[src/shared/pcs_pkg.sv]
// shared constants and types for the pwm and supply-status register slice
package pcs_pkg;

  // ****************************************************************
  // register addresses (7-bit frame address)
  // ****************************************************************
  localparam logic [6:0] ADDR_CHAN2_DUTY   = 7'h19;
  localparam logic [6:0] ADDR_FREQ_SELECT  = 7'h1C;
  localparam logic [6:0] ADDR_HOST_SCRATCH = 7'h1E;
  localparam logic [6:0] ADDR_SUPPLY_STATB = 7'h40;

  // ****************************************************************
  // field positions, masks and reset values
  // ****************************************************************
  localparam int         CHAN1_SEL_BIT     = 0;
  localparam int         CHAN2_SEL_BIT     = 2;
  localparam int         MAIN_LOW_BIT      = 6;
  localparam int         CORE_HIGH_BIT     = 1;
  localparam int         CORE_PREWARN_BIT  = 0;
  localparam logic [7:0] FREQ_MASK         = 8'h05;
  localparam logic [7:0] STAT_MASK         = 8'h43;
  localparam logic [7:0] DUTY_RESET        = 8'h00;
  localparam logic [7:0] FREQ_RESET        = 8'h00;
  localparam logic [7:0] SCRATCH_RESET     = 8'h00;
  localparam logic [7:0] STAT_RESET        = 8'h00;

  // ****************************************************************
  // spi frame layout
  // ****************************************************************
  localparam logic [4:0] FRAME_BITS        = 5'h10;
  localparam logic [4:0] ADDR_BYTE_BITS    = 5'h08;
  localparam logic [2:0] PIN_RESET         = 3'h4;  // cs_n high, others low

  // ****************************************************************
  // high-side switch source codes
  // ****************************************************************
  localparam logic [2:0] SWITCH_CODE_ON    = 3'h1;
  localparam logic [2:0] SWITCH_CODE_PWM1  = 3'h4;
  localparam logic [2:0] SWITCH_CODE_PWM2  = 3'h5;

  // ****************************************************************
  // pwm timing
  // ****************************************************************
  localparam int         CLK_FREQ_HZ       = 25_000_000;
  localparam int         PWM_SLOW_FREQ_HZ  = 200;
  localparam int         PWM_FAST_FREQ_HZ  = 400;
  localparam logic [7:0] PWM_STEPS         = 8'hFF;
  localparam int         PWM_SLOW_PERIOD_CYC = CLK_FREQ_HZ / PWM_SLOW_FREQ_HZ;
  localparam int         PWM_FAST_PERIOD_CYC = CLK_FREQ_HZ / PWM_FAST_FREQ_HZ;

  // spi frame receiver states
  typedef enum logic [1:0]
  {
    SPI_IDLE  = 2'b00,
    SPI_SHIFT = 2'b01,
    SPI_DONE  = 2'b11
  } pcs_spi_state_e;

endpackage

[src/hdl/pcs_pwm_supply_regs.sv]
// pwm configuration and supply-fault status registers behind a 16-bit spi
`timescale 1ns/1ps

// Overview of operation
// - channel two duty byte; 0 off, 255 on, else duty/255 on-time
// - bit 0 and bit 2 pick 200 Hz (clear) or 400 Hz (set)
// - restart keeps both frequency bits, other frequency bits forced to zero
// - reserved bits read zero and ignore writes
// - scratch byte is host read/write, cleared only at power-up
// - scratch survives soft reset, fail-safe entry and restart
// - scratch reachable only in the active operating mode
// - frame is 16 bits: 7-bit address, mode bit, then data byte
// - data bits 0 to 7 sit in frame bits 8 to 15
// - status read with mode bit zero returns contents unchanged
// - status frame with mode bit one clears the addressed byte
// - read-only bits ignore clears; read/clear bits are cleared
// - flags stay set until host clears; watchdog count lives elsewhere
// - main supply undervoltage sets status bit 6
// - core rail overvoltage sets status bit 1
// - core rail undervoltage prewarning sets status bit 0
// - status zero on power-on and soft reset; restart keeps bits 6,1,0
// - switch configured for the channel two code follows its waveform
module pcs_pwm_supply_regs
  import pcs_pkg::*;
#(
  parameter int PWM_SLOW_PERIOD_CYC_P = PWM_SLOW_PERIOD_CYC,
  parameter int PWM_FAST_PERIOD_CYC_P = PWM_FAST_PERIOD_CYC
)
(
  // clock and reset
  input  wire logic       REF_CLK_I,
  input  wire logic       NRST_I,
  // spi pins
  input  wire logic       SPI_SCK_I,
  input  wire logic       SPI_CS_N_I,
  input  wire logic       SPI_SDI_I,
  output logic            SPI_SDO_O,
  output logic            SPI_SDO_OE_O,
  // device mode and reset events
  input  wire logic       ACTIVE_OPERATING_MODE_I,
  input  wire logic       SOFT_RESET_I,
  input  wire logic       RESTART_I,
  // supply monitor comparators
  input  wire logic       MAIN_SUPPLY_LOW_I,
  input  wire logic       CORE_RAIL_HIGH_I,
  input  wire logic       CORE_RAIL_PREWARN_I,
  // pwm and switch
  input  wire logic [7:0] CHAN1_DUTY_VALUE_I,
  input  wire logic [2:0] HIGH_SIDE_SWITCH_CFG_I,
  output logic            CHAN1_PWM_O,
  output logic            CHAN2_PWM_O,
  output logic            HIGH_SIDE_SWITCH_O,
  // register views
  output logic [7:0]      SUPPLY_FAULT_STATUS_O,
  output logic [7:0]      HOST_SCRATCH_VALUE_O
);

  // step lengths derived from the period counts, never below one cycle
  localparam int SLOW_STEP =
    (PWM_SLOW_PERIOD_CYC_P / 255 < 1) ? 1 : PWM_SLOW_PERIOD_CYC_P / 255;
  localparam int FAST_STEP =
    (PWM_FAST_PERIOD_CYC_P / 255 < 1) ? 1 : PWM_FAST_PERIOD_CYC_P / 255;

  logic       addr_valid, mode, frame_valid;
  logic [6:0] addr;
  logic [7:0] wdata, rdata;
  logic [2:0] flt_raw, f1, f2, f3, flt;
  logic [2:0] next_flt;
  logic [7:0] chan2_duty_value, next_chan2_duty_value;
  logic [7:0] freq_sel, next_freq_sel;
  logic [7:0] host_scratch_value, next_host_scratch_value;
  logic [7:0] status, next_status;
  logic [7:0] set_mask, clr_mask;
  logic       wr_en, clr_en;
  logic [1:0] pwm;
  logic       next_switch;

  // ****************************************************************
  // address decoding helpers
  // ****************************************************************
  function automatic logic hit(input logic [6:0] a, input logic [6:0] r);
    hit = (a == r);
  endfunction

  // read value of an address; scratch hidden outside the active mode
  function automatic logic [7:0] read_mux(
    input logic [6:0] a,
    input logic       act,
    input logic [7:0] d,
    input logic [7:0] f,
    input logic [7:0] s,
    input logic [7:0] st);
    read_mux = 8'h00;                                // unmapped reads zero
    if (hit(a, ADDR_CHAN2_DUTY))
      read_mux = d;
    else if (hit(a, ADDR_FREQ_SELECT))
      read_mux = f & FREQ_MASK;
    else if (hit(a, ADDR_HOST_SCRATCH) && act)
      read_mux = s;
    else if (hit(a, ADDR_SUPPLY_STATB))
      read_mux = st & STAT_MASK;
  endfunction

  // ****************************************************************
  // spi frame interface
  // ****************************************************************
  pcs_spi_frame pcs_spi_frame_inst (
    .clk_i         (REF_CLK_I),
    .nrst_i        (NRST_I),
    .sck_i         (SPI_SCK_I),
    .cs_n_i        (SPI_CS_N_I),
    .sdi_i         (SPI_SDI_I),
    .sdo_o         (SPI_SDO_O),
    .sdo_oe_o      (SPI_SDO_OE_O),
    .addr_valid_o  (addr_valid),
    .addr_o        (addr),
    .mode_o        (mode),
    .data_o        (wdata),
    .frame_valid_o (frame_valid),
    .rdata_i       (rdata)
  );

  // read data sampled by the frame block after the address byte
  assign rdata = read_mux(addr, ACTIVE_OPERATING_MODE_I, chan2_duty_value,
                          freq_sel, host_scratch_value, status);

  // ****************************************************************
  // fault comparator synchronisers
  // ****************************************************************
  assign flt_raw = {MAIN_SUPPLY_LOW_I, CORE_RAIL_HIGH_I, CORE_RAIL_PREWARN_I};

  genvar g;
  generate
    for (g = 0; g < 3; g++)
    begin : g_flt
      assign next_flt[g] = (f2[g] == f3[g]) ? f3[g] : flt[g];
    end
  endgenerate

  always_ff @(posedge REF_CLK_I)
  begin
    if (!NRST_I)
    begin
      f1  <= 3'h0;
      f2  <= 3'h0;
      f3  <= 3'h0;
      flt <= 3'h0;
    end
    else
    begin
      f1  <= flt_raw;
      f2  <= f1;
      f3  <= f2;
      flt <= next_flt;
    end
  end

  // ****************************************************************
  // register next values
  // ****************************************************************
  assign wr_en  = frame_valid & mode;
  assign clr_en = wr_en & hit(addr, ADDR_SUPPLY_STATB);

  // event bits that hardware sets
  always_comb
  begin
    set_mask                   = 8'h00;
    set_mask[MAIN_LOW_BIT]     = flt[2];
    set_mask[CORE_HIGH_BIT]    = flt[1];
    set_mask[CORE_PREWARN_BIT] = flt[0];
    clr_mask                   = clr_en ? STAT_MASK : 8'h00;
  end

  always_comb
  begin
    next_chan2_duty_value   = chan2_duty_value;
    next_freq_sel           = freq_sel;
    next_host_scratch_value = host_scratch_value;
    // sticky flags, a set in the clearing cycle wins
    next_status = ((status & ~clr_mask) | set_mask) & STAT_MASK;
    if (wr_en && hit(addr, ADDR_CHAN2_DUTY))
      next_chan2_duty_value = wdata;
    if (wr_en && hit(addr, ADDR_FREQ_SELECT))
      next_freq_sel = wdata & FREQ_MASK;
    if (wr_en && hit(addr, ADDR_HOST_SCRATCH) && ACTIVE_OPERATING_MODE_I)
      next_host_scratch_value = wdata;
    if (SOFT_RESET_I)
    begin
      next_chan2_duty_value = DUTY_RESET;
      next_freq_sel         = FREQ_RESET;
      next_status           = STAT_RESET;
    end
    else if (RESTART_I)
    begin
      next_freq_sel = freq_sel & FREQ_MASK;
      next_status   = next_status & STAT_MASK;
    end
  end

  // scratch only sees the power-up reset
  always_ff @(posedge REF_CLK_I)
  begin
    if (!NRST_I)
    begin
      chan2_duty_value   <= DUTY_RESET;
      freq_sel           <= FREQ_RESET;
      host_scratch_value <= SCRATCH_RESET;
      status             <= STAT_RESET;
    end
    else
    begin
      chan2_duty_value   <= next_chan2_duty_value;
      freq_sel           <= next_freq_sel;
      host_scratch_value <= next_host_scratch_value;
      status             <= next_status;
    end
  end

  assign SUPPLY_FAULT_STATUS_O = status;
  assign HOST_SCRATCH_VALUE_O  = host_scratch_value;

  // ****************************************************************
  // pwm generators, one per channel
  // ****************************************************************
  generate
    for (g = 0; g < 2; g++)
    begin : g_pwm
      pcs_pwm_gen #(
        .SLOW_STEP_CYC (SLOW_STEP),
        .FAST_STEP_CYC (FAST_STEP)
      ) pcs_pwm_gen_inst (
        .clk_i  (REF_CLK_I),
        .nrst_i (NRST_I),
        .duty_i ((g == 0) ? CHAN1_DUTY_VALUE_I : chan2_duty_value),
        .fast_i ((g == 0) ? freq_sel[CHAN1_SEL_BIT]
                          : freq_sel[CHAN2_SEL_BIT]),
        .pwm_o  (pwm[g])
      );
    end
  endgenerate

  assign CHAN1_PWM_O = pwm[0];
  assign CHAN2_PWM_O = pwm[1];

  // ****************************************************************
  // high-side switch source selection
  // ****************************************************************
  always_comb
  begin
    case (HIGH_SIDE_SWITCH_CFG_I)
      SWITCH_CODE_ON:   next_switch = 1'b1;
      SWITCH_CODE_PWM1: next_switch = pwm[0];
      SWITCH_CODE_PWM2: next_switch = pwm[1];
      default:          next_switch = 1'b0;
    endcase
  end

  always_ff @(posedge REF_CLK_I)
  begin
    if (!NRST_I)
      HIGH_SIDE_SWITCH_O <= 1'b0;
    else
      HIGH_SIDE_SWITCH_O <= next_switch;
  end
endmodule

[src/hdl/pcs_pwm_gen.sv]
// one pwm channel: step divider, period counter and duty compare
`timescale 1ns/1ps
module pcs_pwm_gen
  import pcs_pkg::*;
#(
  parameter int SLOW_STEP_CYC = 490,
  parameter int FAST_STEP_CYC = 245
)
(
  // clock and reset
  input  wire logic       clk_i,
  input  wire logic       nrst_i,
  // settings
  input  wire logic [7:0] duty_i,
  input  wire logic       fast_i,
  // waveform
  output logic            pwm_o
);

  logic [15:0] div_cnt;
  logic [15:0] next_div_cnt;
  logic [7:0]  step_cnt;
  logic [7:0]  next_step_cnt;
  logic [7:0]  duty_q;
  logic [7:0]  next_duty_q;
  logic        fast_q;
  logic        next_fast_q;
  logic        next_pwm;

  // ****************************************************************
  // divider, period counter, latch at period boundary
  // ****************************************************************
  always_comb
  begin
    next_div_cnt  = div_cnt - 16'h0001;
    next_step_cnt = step_cnt;
    next_duty_q   = duty_q;
    next_fast_q   = fast_q;
    if (div_cnt == 16'h0000)
    begin
      next_div_cnt = fast_q ? 16'(FAST_STEP_CYC - 1)
                            : 16'(SLOW_STEP_CYC - 1);
      if (step_cnt == PWM_STEPS - 8'h01)
      begin
        next_step_cnt = 8'h00;
        next_duty_q   = duty_i;
        next_fast_q   = fast_i;
      end
      else
      begin
        next_step_cnt = step_cnt + 8'h01;
      end
    end
    // zero never on, all ones always on, else duty/255
    next_pwm = (step_cnt < duty_q);
  end

  // state registers
  always_ff @(posedge clk_i)
  begin
    if (!nrst_i)
    begin
      div_cnt  <= 16'h0000;
      step_cnt <= 8'h00;
      duty_q   <= DUTY_RESET;
      fast_q   <= 1'b0;
      pwm_o    <= 1'b0;
    end
    else
    begin
      div_cnt  <= next_div_cnt;
      step_cnt <= next_step_cnt;
      duty_q   <= next_duty_q;
      fast_q   <= next_fast_q;
      pwm_o    <= next_pwm;
    end
  end
endmodule

[src/hdl/pcs_spi_frame.sv]
// spi slave framing: pin synchronisers, 16-bit frame shift, read data out
`timescale 1ns/1ps
module pcs_spi_frame
  import pcs_pkg::*;
(
  // clock and reset
  input  wire logic       clk_i,
  input  wire logic       nrst_i,
  // spi pins
  input  wire logic       sck_i,
  input  wire logic       cs_n_i,
  input  wire logic       sdi_i,
  output logic            sdo_o,
  output logic            sdo_oe_o,
  // frame side
  output logic            addr_valid_o,
  output logic [6:0]      addr_o,
  output logic            mode_o,
  output logic [7:0]      data_o,
  output logic            frame_valid_o,
  input  wire logic [7:0] rdata_i
);

  logic [2:0]     pin_raw;
  logic [2:0]     s1, s2, s3, stable, stable_d;
  logic [2:0]     next_stable;
  pcs_spi_state_e state, next_state;
  logic [4:0]     cnt, next_cnt;
  logic [15:0]    rx, next_rx;
  logic [7:0]     tx, next_tx;
  logic           next_sdo, next_addr_valid, sck_rise, sck_fall;

  assign pin_raw = {cs_n_i, sck_i, sdi_i};

  // ****************************************************************
  // three-stage synchronisers, a change counts once stages 2 and 3 agree
  // ****************************************************************
  genvar g;
  generate
    for (g = 0; g < 3; g++)
    begin : g_sync
      assign next_stable[g] = (s2[g] == s3[g]) ? s3[g] : stable[g];
    end
  endgenerate

  always_ff @(posedge clk_i)
  begin
    if (!nrst_i)
    begin
      s1       <= PIN_RESET;
      s2       <= PIN_RESET;
      s3       <= PIN_RESET;
      stable   <= PIN_RESET;
      stable_d <= PIN_RESET;
    end
    else
    begin
      s1       <= pin_raw;
      s2       <= s1;
      s3       <= s2;
      stable   <= next_stable;
      stable_d <= stable;
    end
  end

  // ****************************************************************
  // frame receiver: sample on sck rise, shift out on sck fall
  // ****************************************************************
  assign sck_rise = stable[1] & ~stable_d[1];
  assign sck_fall = ~stable[1] & stable_d[1];

  always_comb
  begin
    next_state      = state;
    next_cnt        = cnt;
    next_rx         = rx;
    next_tx         = tx;
    next_sdo        = sdo_o;
    next_addr_valid = 1'b0;
    case (state)
      SPI_IDLE:
      begin
        next_cnt = 5'h00;
        next_sdo = 1'b0;
        if (!stable[2])
          next_state = SPI_SHIFT;
      end
      SPI_SHIFT:
      begin
        if (stable[2])
          next_state = SPI_DONE;
        else if (sck_rise && cnt <= FRAME_BITS)
        begin
          next_rx  = {stable[0], rx[15:1]};  // first bit lands in bit 0
          next_cnt = cnt + 5'h01;
          next_addr_valid = (cnt == ADDR_BYTE_BITS - 5'h01);
        end
        else if (sck_fall && cnt >= ADDR_BYTE_BITS && cnt < FRAME_BITS)
          next_sdo = tx[3'(cnt - ADDR_BYTE_BITS)];
        if (addr_valid_o)
          next_tx = rdata_i;
      end
      SPI_DONE:
        next_state = SPI_IDLE;
      default:
        next_state = SPI_IDLE;
    endcase
  end

  always_ff @(posedge clk_i)
  begin
    if (!nrst_i)
    begin
      state        <= SPI_IDLE;
      cnt          <= 5'h00;
      rx           <= 16'h0000;
      tx           <= 8'h00;
      sdo_o        <= 1'b0;
      addr_valid_o <= 1'b0;
    end
    else
    begin
      state        <= next_state;
      cnt          <= next_cnt;
      rx           <= next_rx;
      tx           <= next_tx;
      sdo_o        <= next_sdo;
      addr_valid_o <= next_addr_valid;
    end
  end

  // frame fields: address byte then data byte
  // address is in the upper byte after eight bits, in the lower at the end
  assign addr_o        = (cnt == FRAME_BITS) ? rx[6:0] : rx[14:8];
  assign mode_o        = rx[7];
  assign data_o        = rx[15:8];
  assign frame_valid_o = (state == SPI_DONE) && (cnt == FRAME_BITS);
  assign sdo_oe_o      = ~stable[2];
endmodule

[config.mk]
export PLATFORM = sky130hd
export DESIGN_NAME = pcs_pwm_supply_regs
export DESIGN_NICKNAME = d
export VERILOG_FILES = /design/src/shared/pcs_pkg.sv /design/src/hdl/pcs_pwm_supply_regs.sv /design/src/hdl/pcs_pwm_gen.sv /design/src/hdl/pcs_spi_frame.sv
export SDC_FILE = /design/constraint.sdc
export NUM_CORES = 1
export LEC_CHECK = 0
export BUFFER_PORTS_ARGS = -buffer_cell sky130_fd_sc_hd__clkbuf_2
export CORE_MARGIN = 2
export CORE_UTILIZATION = 49
export DETAILED_ROUTE_END_ITERATION = 12
export GPL_ROUTABILITY_DRIVEN = 0
export PLACE_DENSITY = 0.68
export SYNTH_ARGS = -nofsm -noshare
export SYNTH_HDL_FRONTEND = slang
export SYNTH_SLANG_ARGS = --single-unit
[constraint.sdc]
create_clock -name REF_CLK_I -period 6.2 [get_ports REF_CLK_I]
set_clock_uncertainty 0.1 [all_clocks]
set_input_delay 0.93 -clock REF_CLK_I [delete_from_list [all_inputs] [get_ports REF_CLK_I]]
set_output_delay 0.93 -clock REF_CLK_I [all_outputs]
set_load 0.005 [all_outputs]
Word level (Yosys, flattened, before mapping)
Cells that the tools add are included.
{"block": "word_totals", "reg_bits": 149, "output_inout_bits": 21, "word_cells": 133, "input_bits": 22}
{"block": "op_classes", "n_bitwise": 14, "n_addsub": 6, "mux": 25, "n_reduce_logical": 23, "order_cmp": 6, "eq_ne": 25}
{"operator": "8-bit two-way mux", "count": 5}
{"operator": "16-bit zero test", "count": 2}
{"operator": "16-bit two-way mux", "count": 2}
{"operator": "16-bit by 1-bit subtractor with 16-bit output, second input constant", "count": 2}
{"operator": "7-bit by 5-bit == test with 1-bit output, second input constant", "count": 3}
{"operator": "7-bit two-way mux", "count": 3}
{"operator": "9-bit two-way mux", "count": 2}
{"operator": "8-bit by 1-bit adder with 8-bit output, second input constant", "count": 2}
{"operator": "8-bit == test, second input constant", "count": 2}
{"operator": "8-bit less-than comparator", "count": 2}
{"operator": "5-bit two-way mux", "count": 2}
{"operator": "5-bit one-hot mux with 2 select lines", "count": 1}
{"operator": "2-bit AND reduction", "count": 5}
{"operator": "1-bit logical AND", "count": 9}
{"operator": "7-bit bitwise AND", "count": 1}
{"operator": "7-bit == test, second input constant", "count": 1}
{"operator": "1-bit inverter", "count": 7}
{"operator": "7-bit inverter", "count": 1}
{"operator": "7-bit bitwise OR", "count": 1}
{"operator": "1-bit == test", "count": 6}
{"operator": "3-bit == test, second input constant", "count": 2}
{"operator": "2-bit by 1-bit != test with 1-bit output, second input constant", "count": 3}
{"operator": "2-bit != test, second input constant", "count": 3}
{"operator": "3-bit AND reduction", "count": 2}
{"operator": "23 further kinds", "count": 30}

Longest topological paths before layout
Gate-level depths: netlist of the first run.
{"block": "depth", "depth_word": 8, "depth_mapped": 9, "ltp_nobuf": 7}

Modules after synthesis
A second synthesis of the first run with hierarchy kept.
{"block": "unflattened", "hier_cells": 788, "area_unflattened_um2": 6990.5}
{"module": "pcs_pwm_gen", "n_inst": 2, "seq_area_each_um2": 680.7, "area_per_inst_um2": 1745.4, "cells_per_inst": 201}
{"module": "pcs_spi_frame", "n_inst": 1, "seq_area_each_um2": 920.9, "area_per_inst_um2": 2004.4, "cells_per_inst": 222}
{"module": "pcs_pwm_supply_regs", "n_inst": 1, "seq_area_each_um2": 680.7, "area_per_inst_um2": 1495.2, "cells_per_inst": 164}

Worst setup path before layout of the first run
OpenSTA, ideal clock, no wires.
{"block": "synth_timing", "path_kind": "input to register", "start": "in ACTIVE_OPERATING_MODE_I", "end": "reg pcs_spi_frame_inst.tx[2]", "slack_ns": 3.997, "arrival_ns": 1.987, "t_required_ns": 5.984, "path_buffers": 1, "path_stages": 6, "setup_time_ns": 0.116, "cell_sequence": "nand3b_1 > nor4_1 > or2_2 > clkbuf_1 > a311o_1 > o211a_1"}
{"block": "synth_between", "elab_chain_len": 4}
{"element": "start: declaration", "line_no": "pcs_pwm_supply_regs.sv:40", "rtl": "input wire logic ACTIVE_OPERATING_MODE_I,"}
{"element": "1-bit logical AND", "line_no": "pcs_pwm_supply_regs.sv:98", "rtl": "else if (hit(a, ADDR_HOST_SCRATCH) && act)"}
{"element": "8-bit two-way mux", "line_no": "pcs_pwm_supply_regs.sv:98"}
{"element": "8-bit two-way mux", "line_no": "pcs_pwm_supply_regs.sv:96", "rtl": "else if (hit(a, ADDR_FREQ_SELECT))"}
{"element": "8-bit two-way mux", "line_no": "pcs_pwm_supply_regs.sv:94", "rtl": "if (hit(a, ADDR_CHAN2_DUTY))"}
{"element": "end signal: assignment", "line_no": "pcs_spi_frame.sv:126", "rtl": "tx <= next_tx;"}
{"element": "end: declaration", "line_no": "pcs_spi_frame.sv:30", "rtl": "logic [7:0] tx, next_tx;"}
No other way between the ends.
A chain may end at the register's enable or synchronous reset.

Worst setup path in the final report of the first run
{"block": "layout_timing", "start": "reg pcs_spi_frame_inst.cnt[0]", "end": "reg host_scratch_value[5] (netlist: HOST_SCRATCH_VALUE_O[5])"}
{"block": "layout_between", "elab_chain_len": 5}
{"element": "start: declaration", "line_no": "pcs_spi_frame.sv:28", "rtl": "logic [4:0] cnt, next_cnt;"}
{"element": "start signal: assignment", "line_no": "pcs_spi_frame.sv:124", "rtl": "cnt <= next_cnt;"}
{"element": "5-bit == test (*)", "line_no": "pcs_spi_frame.sv:134, pcs_spi_frame.sv:137"}
{"element": "7-bit two-way mux / 1-bit logical AND (equally long branches)", "line_no": "pcs_spi_frame.sv:134, pcs_spi_frame.sv:137"}
{"element": "7-bit by 5-bit == test with 1-bit output / 1-bit bitwise AND (equally long branches)", "line_no": "pcs_pwm_supply_regs.sv:82, pcs_pwm_supply_regs.sv:161"}
{"element": "1-bit logical AND (*) (2 in series)", "line_no": "pcs_pwm_supply_regs.sv:185", "rtl": "if (wr_en && hit(addr, ADDR_HOST_SCRATCH) && ACTIVE_OPERATING_MODE_I)"}
{"element": "end signal: assignment", "line_no": "pcs_pwm_supply_regs.sv:214", "rtl": "host_scratch_value <= next_host_scratch_value;"}
{"element": "end: declaration", "line_no": "pcs_pwm_supply_regs.sv:71", "rtl": "logic [7:0] host_scratch_value, next_host_scratch_value;"}
Every way passes the cells marked *; elsewhere a longest branch is shown, timed or not.

==> impl_metrics.json, run 1 <==
{
  "yosysUniqueCellTypes": 61,
  "drt-total-wl_um": 13200,
  "powerDensity_nw_per_um2": 373,
  "synth-seq-area-share_pct": 45.9,
  "hpwl_um": 9290,
  "rows": 41,
  "synth_top_family_by_area": "simple AND/OR/NAND/NOR gates",
  "ys_ff_latch": 148,
  "dr.pass1.iters": 4,
  "yosys.area_share.adder_pct": 4.66,
  "clkSinkCount": 148,
  "clockBufferDepth": 2,
  "worstHoldPathType": "reg -> reg",
  "numCtsBuffers": 17,
  "multi_input_area_sq_um": 3200,
  "num-nets-final": 784,
  "yosys_warnings": 0,
  "synthTopCellsByArea": "dfxtp_1, mux2i_1, nor2_1, ha_1, a21oi_1",
  "r2r_setup_slack_ps": 3080,
  "synth_commonest_cells": "dfxtp_1, nor2_1, nand2_1",
  "status": "finished clean",
  "fin_setup_tns_ps": 0,
  "synth_top_cell_by_area": "dfxtp_1",
  "crit_path_end_kind": "flop",
  "core-area_sq_um": 12700,
  "postCtsResizedCells": 0,
  "vias_per_cell": 5.44,
  "post-cts-setup-buffers": 0,
  "clk_latency_ps": 410,
  "cts_hold_buffers": 0,
  "drtIter0Drc": 255,
  "die-height_um": 119,
  "crit_fanout": 8,
  "hold_depth": 1,
  "drc_errors": 0,
  "clockRootBuffer": "clkbuf_16",
  "portBuffers": 37,
  "synth_cells": 713,
  "cts_tree": "yes",
  "netlist_area_sq_um": 6450,
  "seq_area_sq_um": 2960,
  "min_to": "pcs_spi_frame_inst.s2[2]",
  "min_period_ps": 3120,
  "antenna_found_initial": 0,
  "synth_compound_area_share_pct": 10.3,
  "dieArea_sq_um": 14100,
  "ios": 43,
  "fin_cells": 923,
  "fmax_ghz": 0.321,
  "synth_flop_cell": "dfxtp_1",
  "period_share_pct": 50.3,
  "grt_use_total_pct": 19.7,
  "leakage_nw": 2.80,
  "synthXorXnorAreaFrac_pct": 4.89,
  "fillers": 1144,
  "die_x_um": 119,
  "synthSimpleGateAreaFrac_pct": 21.9,
  "r2r-start": "pcs_spi_frame_inst.cnt[0]",
  "ir_drop_uv": 201,
  "start_util_pct": 50.7,
  "grt_pass1_wl_um": 22700,
  "hold_viol": 0,
  "syn_area_per_cell_sq_um": 9.04,
  "synth_mux_area_share_pct": 7.53,
  "synth_edf_count": 0,
  "r2r_cells": 7,
  "wl_per_cell_um": 14.3,
  "setup_viol": 0,
  "report.final.slew_viol_count": 0,
  "antenna_cells": 0,
  "arrival_ps": 3310,
  "clk_pin_slew_ps": 60,
  "ant_nets": 0,
  "r2r-end": "HOST_SCRATCH_VALUE_O[5]",
  "critical_path_required_ps": 6400,
  "drive_gt1_share_pct": 11.3,
  "grt_max_degree": 45,
  "dp.cells": 891,
  "max_slew.worst_pin.slew_ps": 1110,
  "min-delay-start": "pcs_spi_frame_inst.s1[2]",
  "overflow": 0,
  "synth.most_common_cell": "dfxtp_1",
  "htree_levels": 4,
  "rsz0062_at_grt": "no",
  "worstSetupStartpointType": "flop",
  "area_growth_pct": 13.1,
  "grt_pass1_vias": 4849,
  "worst-setup-path-type": "reg -> reg",
  "slew_headroom_pct": 24.9,
  "synth.top_cell.area_share_pct": 45.9,
  "via_count": 5020,
  "async_reset_ff_share_pct": 0,
  "max_cap_viol_count": 0
}
==> worst max-delay path by stage <==
| stage | cells past startpoint | to | slack [ps] | startpoint |
|---|---|---|---|---|
| 2_1_floorplan | 6 | pcs_spi_frame_inst.tx[2] | 4000 | ACTIVE_OPERATING_MODE_I |
| 3_3_place_gp | 7 | HOST_SCRATCH_VALUE_O[3] | 3270 | pcs_spi_frame_inst.cnt[0] |
| 3_5_place_dp | 7 | HOST_SCRATCH_VALUE_O[5] | 3130 | pcs_spi_frame_inst.cnt[0] |
| 4_1_cts | 7 | HOST_SCRATCH_VALUE_O[5] | 3120 | pcs_spi_frame_inst.cnt[0] |
| 5_1_grt | 7 | HOST_SCRATCH_VALUE_O[7] | 2810 | pcs_spi_frame_inst.cnt[0] |
| 6_report | 7 | HOST_SCRATCH_VALUE_O[5] | 3080 | pcs_spi_frame_inst.cnt[0] |
==> metal layers <==
metal / global-route usage (%) / routed length (um)
met1: 25.7 / 6390
met2: 31.8 / 6190
met3: 3.72 / 410
met4: 8.93 / 246
met5: 0 / 0
==> critical path, stage by stage, from the launching register on <==
cell	delay, ps
dfxtp_1	380
inv_1	90
ha_1	180
nor4bb_1	890
nor4_1	180
o21bai_1	830
mux2i_1	300
nor2_1	50
==> cells in the final DEF, fill, tap and decap left out, types with 17 or more instances in the layout <==
cell / n
nor2_1: 99
xnor2_1: 18
inv_1: 35
o21ai_0: 24
clkbuf_16: 17
dfxtp_1: 148
xor2_1: 18
clkbuf_2: 37
nand2_1: 60
a21oi_1: 47
and2_1: 19
mux2i_1: 44
ha_1: 24
==> power breakdown <==
| group | total (mW) | internal (mW) | switching, mW |
|---|---|---|---|
| registers | 1.14 | 1.05 | 0.0895 |
| logic | 0.554 | 0.227 | 0.326 |
| clock network | 1.03 | 0.631 | 0.396 |
==> registers in the layout, indices dropped and copies added (netlist names), 2 cells and up <==
name and flops:
HOST_SCRATCH_VALUE_O 8, SUPPLY_FAULT_STATUS_O 3, chan2_duty_value 8, f1 3
f2 3, f3 3, flt 3, freq_sel 2
g_pwm.pcs_pwm_gen_inst.div_cnt 32, g_pwm.pcs_pwm_gen_inst.duty_q 16, g_pwm.pcs_pwm_gen_inst.fast_q 2, g_pwm.pcs_pwm_gen_inst.pwm_o 2
g_pwm.pcs_pwm_gen_inst.step_cnt 16, pcs_spi_frame_inst.cnt 5, pcs_spi_frame_inst.rx 16, pcs_spi_frame_inst.s1 3
pcs_spi_frame_inst.s2 3, pcs_spi_frame_inst.s3 3, pcs_spi_frame_inst.stable 3, pcs_spi_frame_inst.state 2
pcs_spi_frame_inst.tx 8
==> through the flow <==
stage | total power [mW] | worst slack [ps] | cell area [sq um] | util, % | hold WS (ps)
after floorplan | 1.62 | 4000 | 6460 | - | 286
after global placement | 1.69 | 3270 | 6700 | 52.7 | 308
after detailed placement | 1.71 | 3130 | 6700 | 52.7 | 304
after CTS | 2.73 | 3120 | 7300 | 57.3 | 325
after global routing | 2.87 | 2810 | 7300 | 57.3 | 338
final | 2.72 | 3080 | 7300 | 57.3 | 321
==> cell families (layout without fill, tap and decap cells) <==
logic type | Yosys count | after routing
other cells | 1 | 5
xor+xnor | 36 | 36
flops | 148 | 148
compound gates | 111 | 111
mux | 46 | 46
simple gates | 275 | 275
buf+inv | 72 | 106
fa+ha+maj | 24 | 24
==> layout make-up <==
cell class                 count  share of cell area (%)
clock buffer                  19                    5.93
timing repair buffer          38                    2.64
inverter                      36                    1.85
tap                          172                    2.95
multi-input combinational    497                    43.8
sequential                   148                    40.6
clock inverter                13                    2.20
No activity file was read; power rests on OpenSTA's default activity.
==> run 2: changes to the inputs <==
--- a/config.mk
+++ b/config.mk
@@ -5,6 +5,7 @@
 export SDC_FILE = /design/constraint.sdc
 export NUM_CORES = 1
 export LEC_CHECK = 0
+export ABC_AREA = 1
 export BUFFER_PORTS_ARGS = -buffer_cell sky130_fd_sc_hd__clkbuf_2
 export CORE_MARGIN = 2
 export CORE_UTILIZATION = 49
==> constraint.sdc (replaced) <==
create_clock -name REF_CLK_I -period 3.2 [get_ports REF_CLK_I]
set_clock_uncertainty 0.1 [all_clocks]
set_input_delay 0.48 -clock REF_CLK_I [delete_from_list [all_inputs] [get_ports REF_CLK_I]]
set_output_delay 0.48 -clock REF_CLK_I [all_outputs]
set_load 0.005 [all_outputs]
==> run 2 against run 1 <==
  * Routed wire length barely moved
  * Cell count is 18% higher
  * Fmax increased by 21%
  * Register-to-register slack got worse by 2500 ps
  * Global-route usage about the same
  * Worst setup slack worse by 2500 ps
  * Critical path type unchanged
  * Critical endpoint is now pcs_spi_frame_inst.rx[11]
  * Largest cell class unchanged
==> impl_metrics.json, run 2 <==
{
  "fin_util_pct": 56.6,
  "min_period_ps": 2580,
  "via_count": 5388,
  "crit_path_end_kind": "flop",
  "worstPathCellList": "inv_1 -> ha_1 -> nand2_1 -> inv_2 -> nand2_4 -> inv_2 -> o21ai_1 -> nor2_1 -> nand2_1 -> o21ai_0 -> a21oi_1",
  "synthSimpleGateAreaFrac_pct": 21.2,
  "grt_pass1_vias": 5021,
  "status": "finished clean",
  "max_slew.worst_pin.slew_ps": 836,
  "hold_viol": 0,
  "ir_drop_uv": 477,
  "drtIter0Drc": 330,
  "grt_use_total_pct": 19.7,
  "post-cts-setup-buffers": 0,
  "ys_ff_latch": 148,
  "crit_fanout": 32,
  "max_cap_viol_count": 0,
  "worstSetupStartpointType": "flop",
  "die-height_um": 120,
  "wl_per_cell_um": 12.2,
  "fin_cells": 1085,
  "antenna_found_initial": 0,
  "synth_commonest_cells": "dfxtp_1, inv_1, nand2_1",
  "dr.pass1.iters": 4,
  "yosysUniqueCellTypes": 47,
  "ant_nets": 0,
  "syn_area_per_cell_sq_um": 7.65,
  "placed_area_sq_um": 6860,
  "clk_latency_ps": 430,
  "rsz0062_at_grt": "no",
  "final_common_cell": "dfxtp_1",
  "antenna_cells": 0,
  "clockRootBuffer": "clkbuf_16",
  "dieArea_sq_um": 14300,
  "hpwl_um": 9410,
  "synth.most_common_cell": "dfxtp_1",
  "dp.cells": 1053,
  "grt_pass1_wl_um": 22700,
  "netlist_area_sq_um": 6560,
  "core-area_sq_um": 13100,
  "synth_top_family_by_area": "simple AND/OR/NAND/NOR gates",
  "leakage_nw": 3.17,
  "synth_edf_count": 0,
  "clockBufferDepth": 2,
  "cts_hold_buffers": 0,
  "report.final.slew_viol_count": 0,
  "largest_reg_flops": 32,
  "synth_compound_area_share_pct": 17.5,
  "area_growth_pct": 13.4,
  "synth_flop_cell": "dfxtp_1",
  "drc_errors": 0,
  "final_cell_area_sq_um": 7440,
  "drive_gt1_share_pct": 11.3,
  "cp_slowest_cell": "nand2_1",
  "clk_pin_slew_ps": 60,
  "worstHoldPathType": "in -> reg",
  "async_reset_ff_share_pct": 0,
  "yosys.area_share.adder_pct": 4.58,
  "critPathMaxStageDelay_ps": 620,
  "clkSinkCount": 148,
  "synthTopCellsByArea": "dfxtp_1, a21oi_1, inv_1, o21ai_0, nand2_1",
  "worst-setup-path-type": "reg -> reg",
  "synth_top_cell_by_area": "dfxtp_1",
  "drt-total-wl_um": 13200,
  "grt_max_degree": 79,
  "synth_mux_area_share_pct": 0,
  "arrival_ps": 2830,
  "die_x_um": 120,
  "yosys_warnings": 0,
  "cts_tree": "yes",
  "portBuffers": 37,
  "htree_levels": 4,
  "synthXorXnorAreaFrac_pct": 1.60,
  "fmax_ghz": 0.388,
  "critical_path_required_ps": 3450,
  "synth_cells": 858,
  "start_util_pct": 49.9,
  "synth-seq-area-share_pct": 45.2,
  "hold_slack_ps": 122,
  "setup_viol": 0,
  "fin_setup_tns_ps": 0,
  "top_register": "g_pwm.pcs_pwm_gen_inst.div_cnt",
  "ios": 43,
  "postCtsResizedCells": 0,
  "overflow": 0,
  "rows": 42,
  "period_share_pct": 80.6,
  "slew_headroom_pct": 44.1,
  "powerDensity_nw_per_um2": 682,
  "num-nets-final": 942,
  "final_cell_mix": "dfxtp_1, inv_1, nand2_1, a21oi_1, nor2_1",
  "numCtsBuffers": 17,
  "synth.top_cell.area_share_pct": 45.2,
  "vias_per_cell": 4.97
}
## run 2: worst max-delay path: cells and delay by family, from the launching register on
kind                     cells  cell delay (ps)
adder cells (fa/ha/maj)      1              230
flip-flops                   1              430
AO/OA/AOI/OAI                3              520
AND/OR/NAND/NOR              4              940
buffers and inverters        3              290
## run 2: power by group
group / total (mW) / internal [mW] / switching (mW) / leakage, nW
logic: 0.993 / 0.377 / 0.616 / 1.70
registers: 2.16 / 2.03 / 0.131 / 1.20
clock network: 1.92 / 1.16 / 0.758 / 0.271
total: 5.08 / 3.57 / 1.51 / 3.17
## run 2: layer usage
layer  wire length, um  GRT usage (%)  vias to the layer above
met5                 0              0                        -
met2              6040           31.1                       91
met1              6310           25.1                     2381
li1                  -              -                     2897
met3               643           6.18                       19
met4               238           8.31                        0
## run 2: area by class of cell
type,instances,area [sq um]
clock buffers,19,443
clock inverters,13,135
fillers,1245,5700
inverters,131,493
multi-input cells,556,2970
flip-flops and latches,148,2960
well taps,176,220
repair buffers,42,223
## run 2: metrics by stage
step / setup slack, ps / total power [mW]
global route: 241 / 5.41
floorplan: 1120 / 2.98
finish: 620 / 5.08
CTS: 618 / 5.12
detailed placement: 643 / 3.19
global placement: 745 / 3.18
## run 2: worst paths after layout
| path | start | end | slack (ps) | cells after the start |
|---|---|---|---|---|
| worst max-delay path | pcs_spi_frame_inst.cnt[0] | pcs_spi_frame_inst.rx[11] | 620 | 11 |
| worst min-delay path | HIGH_SIDE_SWITCH_CFG_I[1] | HIGH_SIDE_SWITCH_O | 120 | 2 |
| worst max register to register | pcs_spi_frame_inst.cnt[0] | pcs_spi_frame_inst.rx[11] | 620 | 11 |
| worst min register to register | f1[2] | f2[2] | 310 | 2 |
## run 2: logic make-up (layout without fill, tap and decap cells)
logic type	count (synthesis)	count (layout)
AND/OR/NAND/NOR	301	301
AO/OA/AOI/OAI	214	214
buffers and inverters	158	205
flip-flops	148	148
adder cells (fa/ha/maj)	24	24
XOR/XNOR	12	12
other	1	5
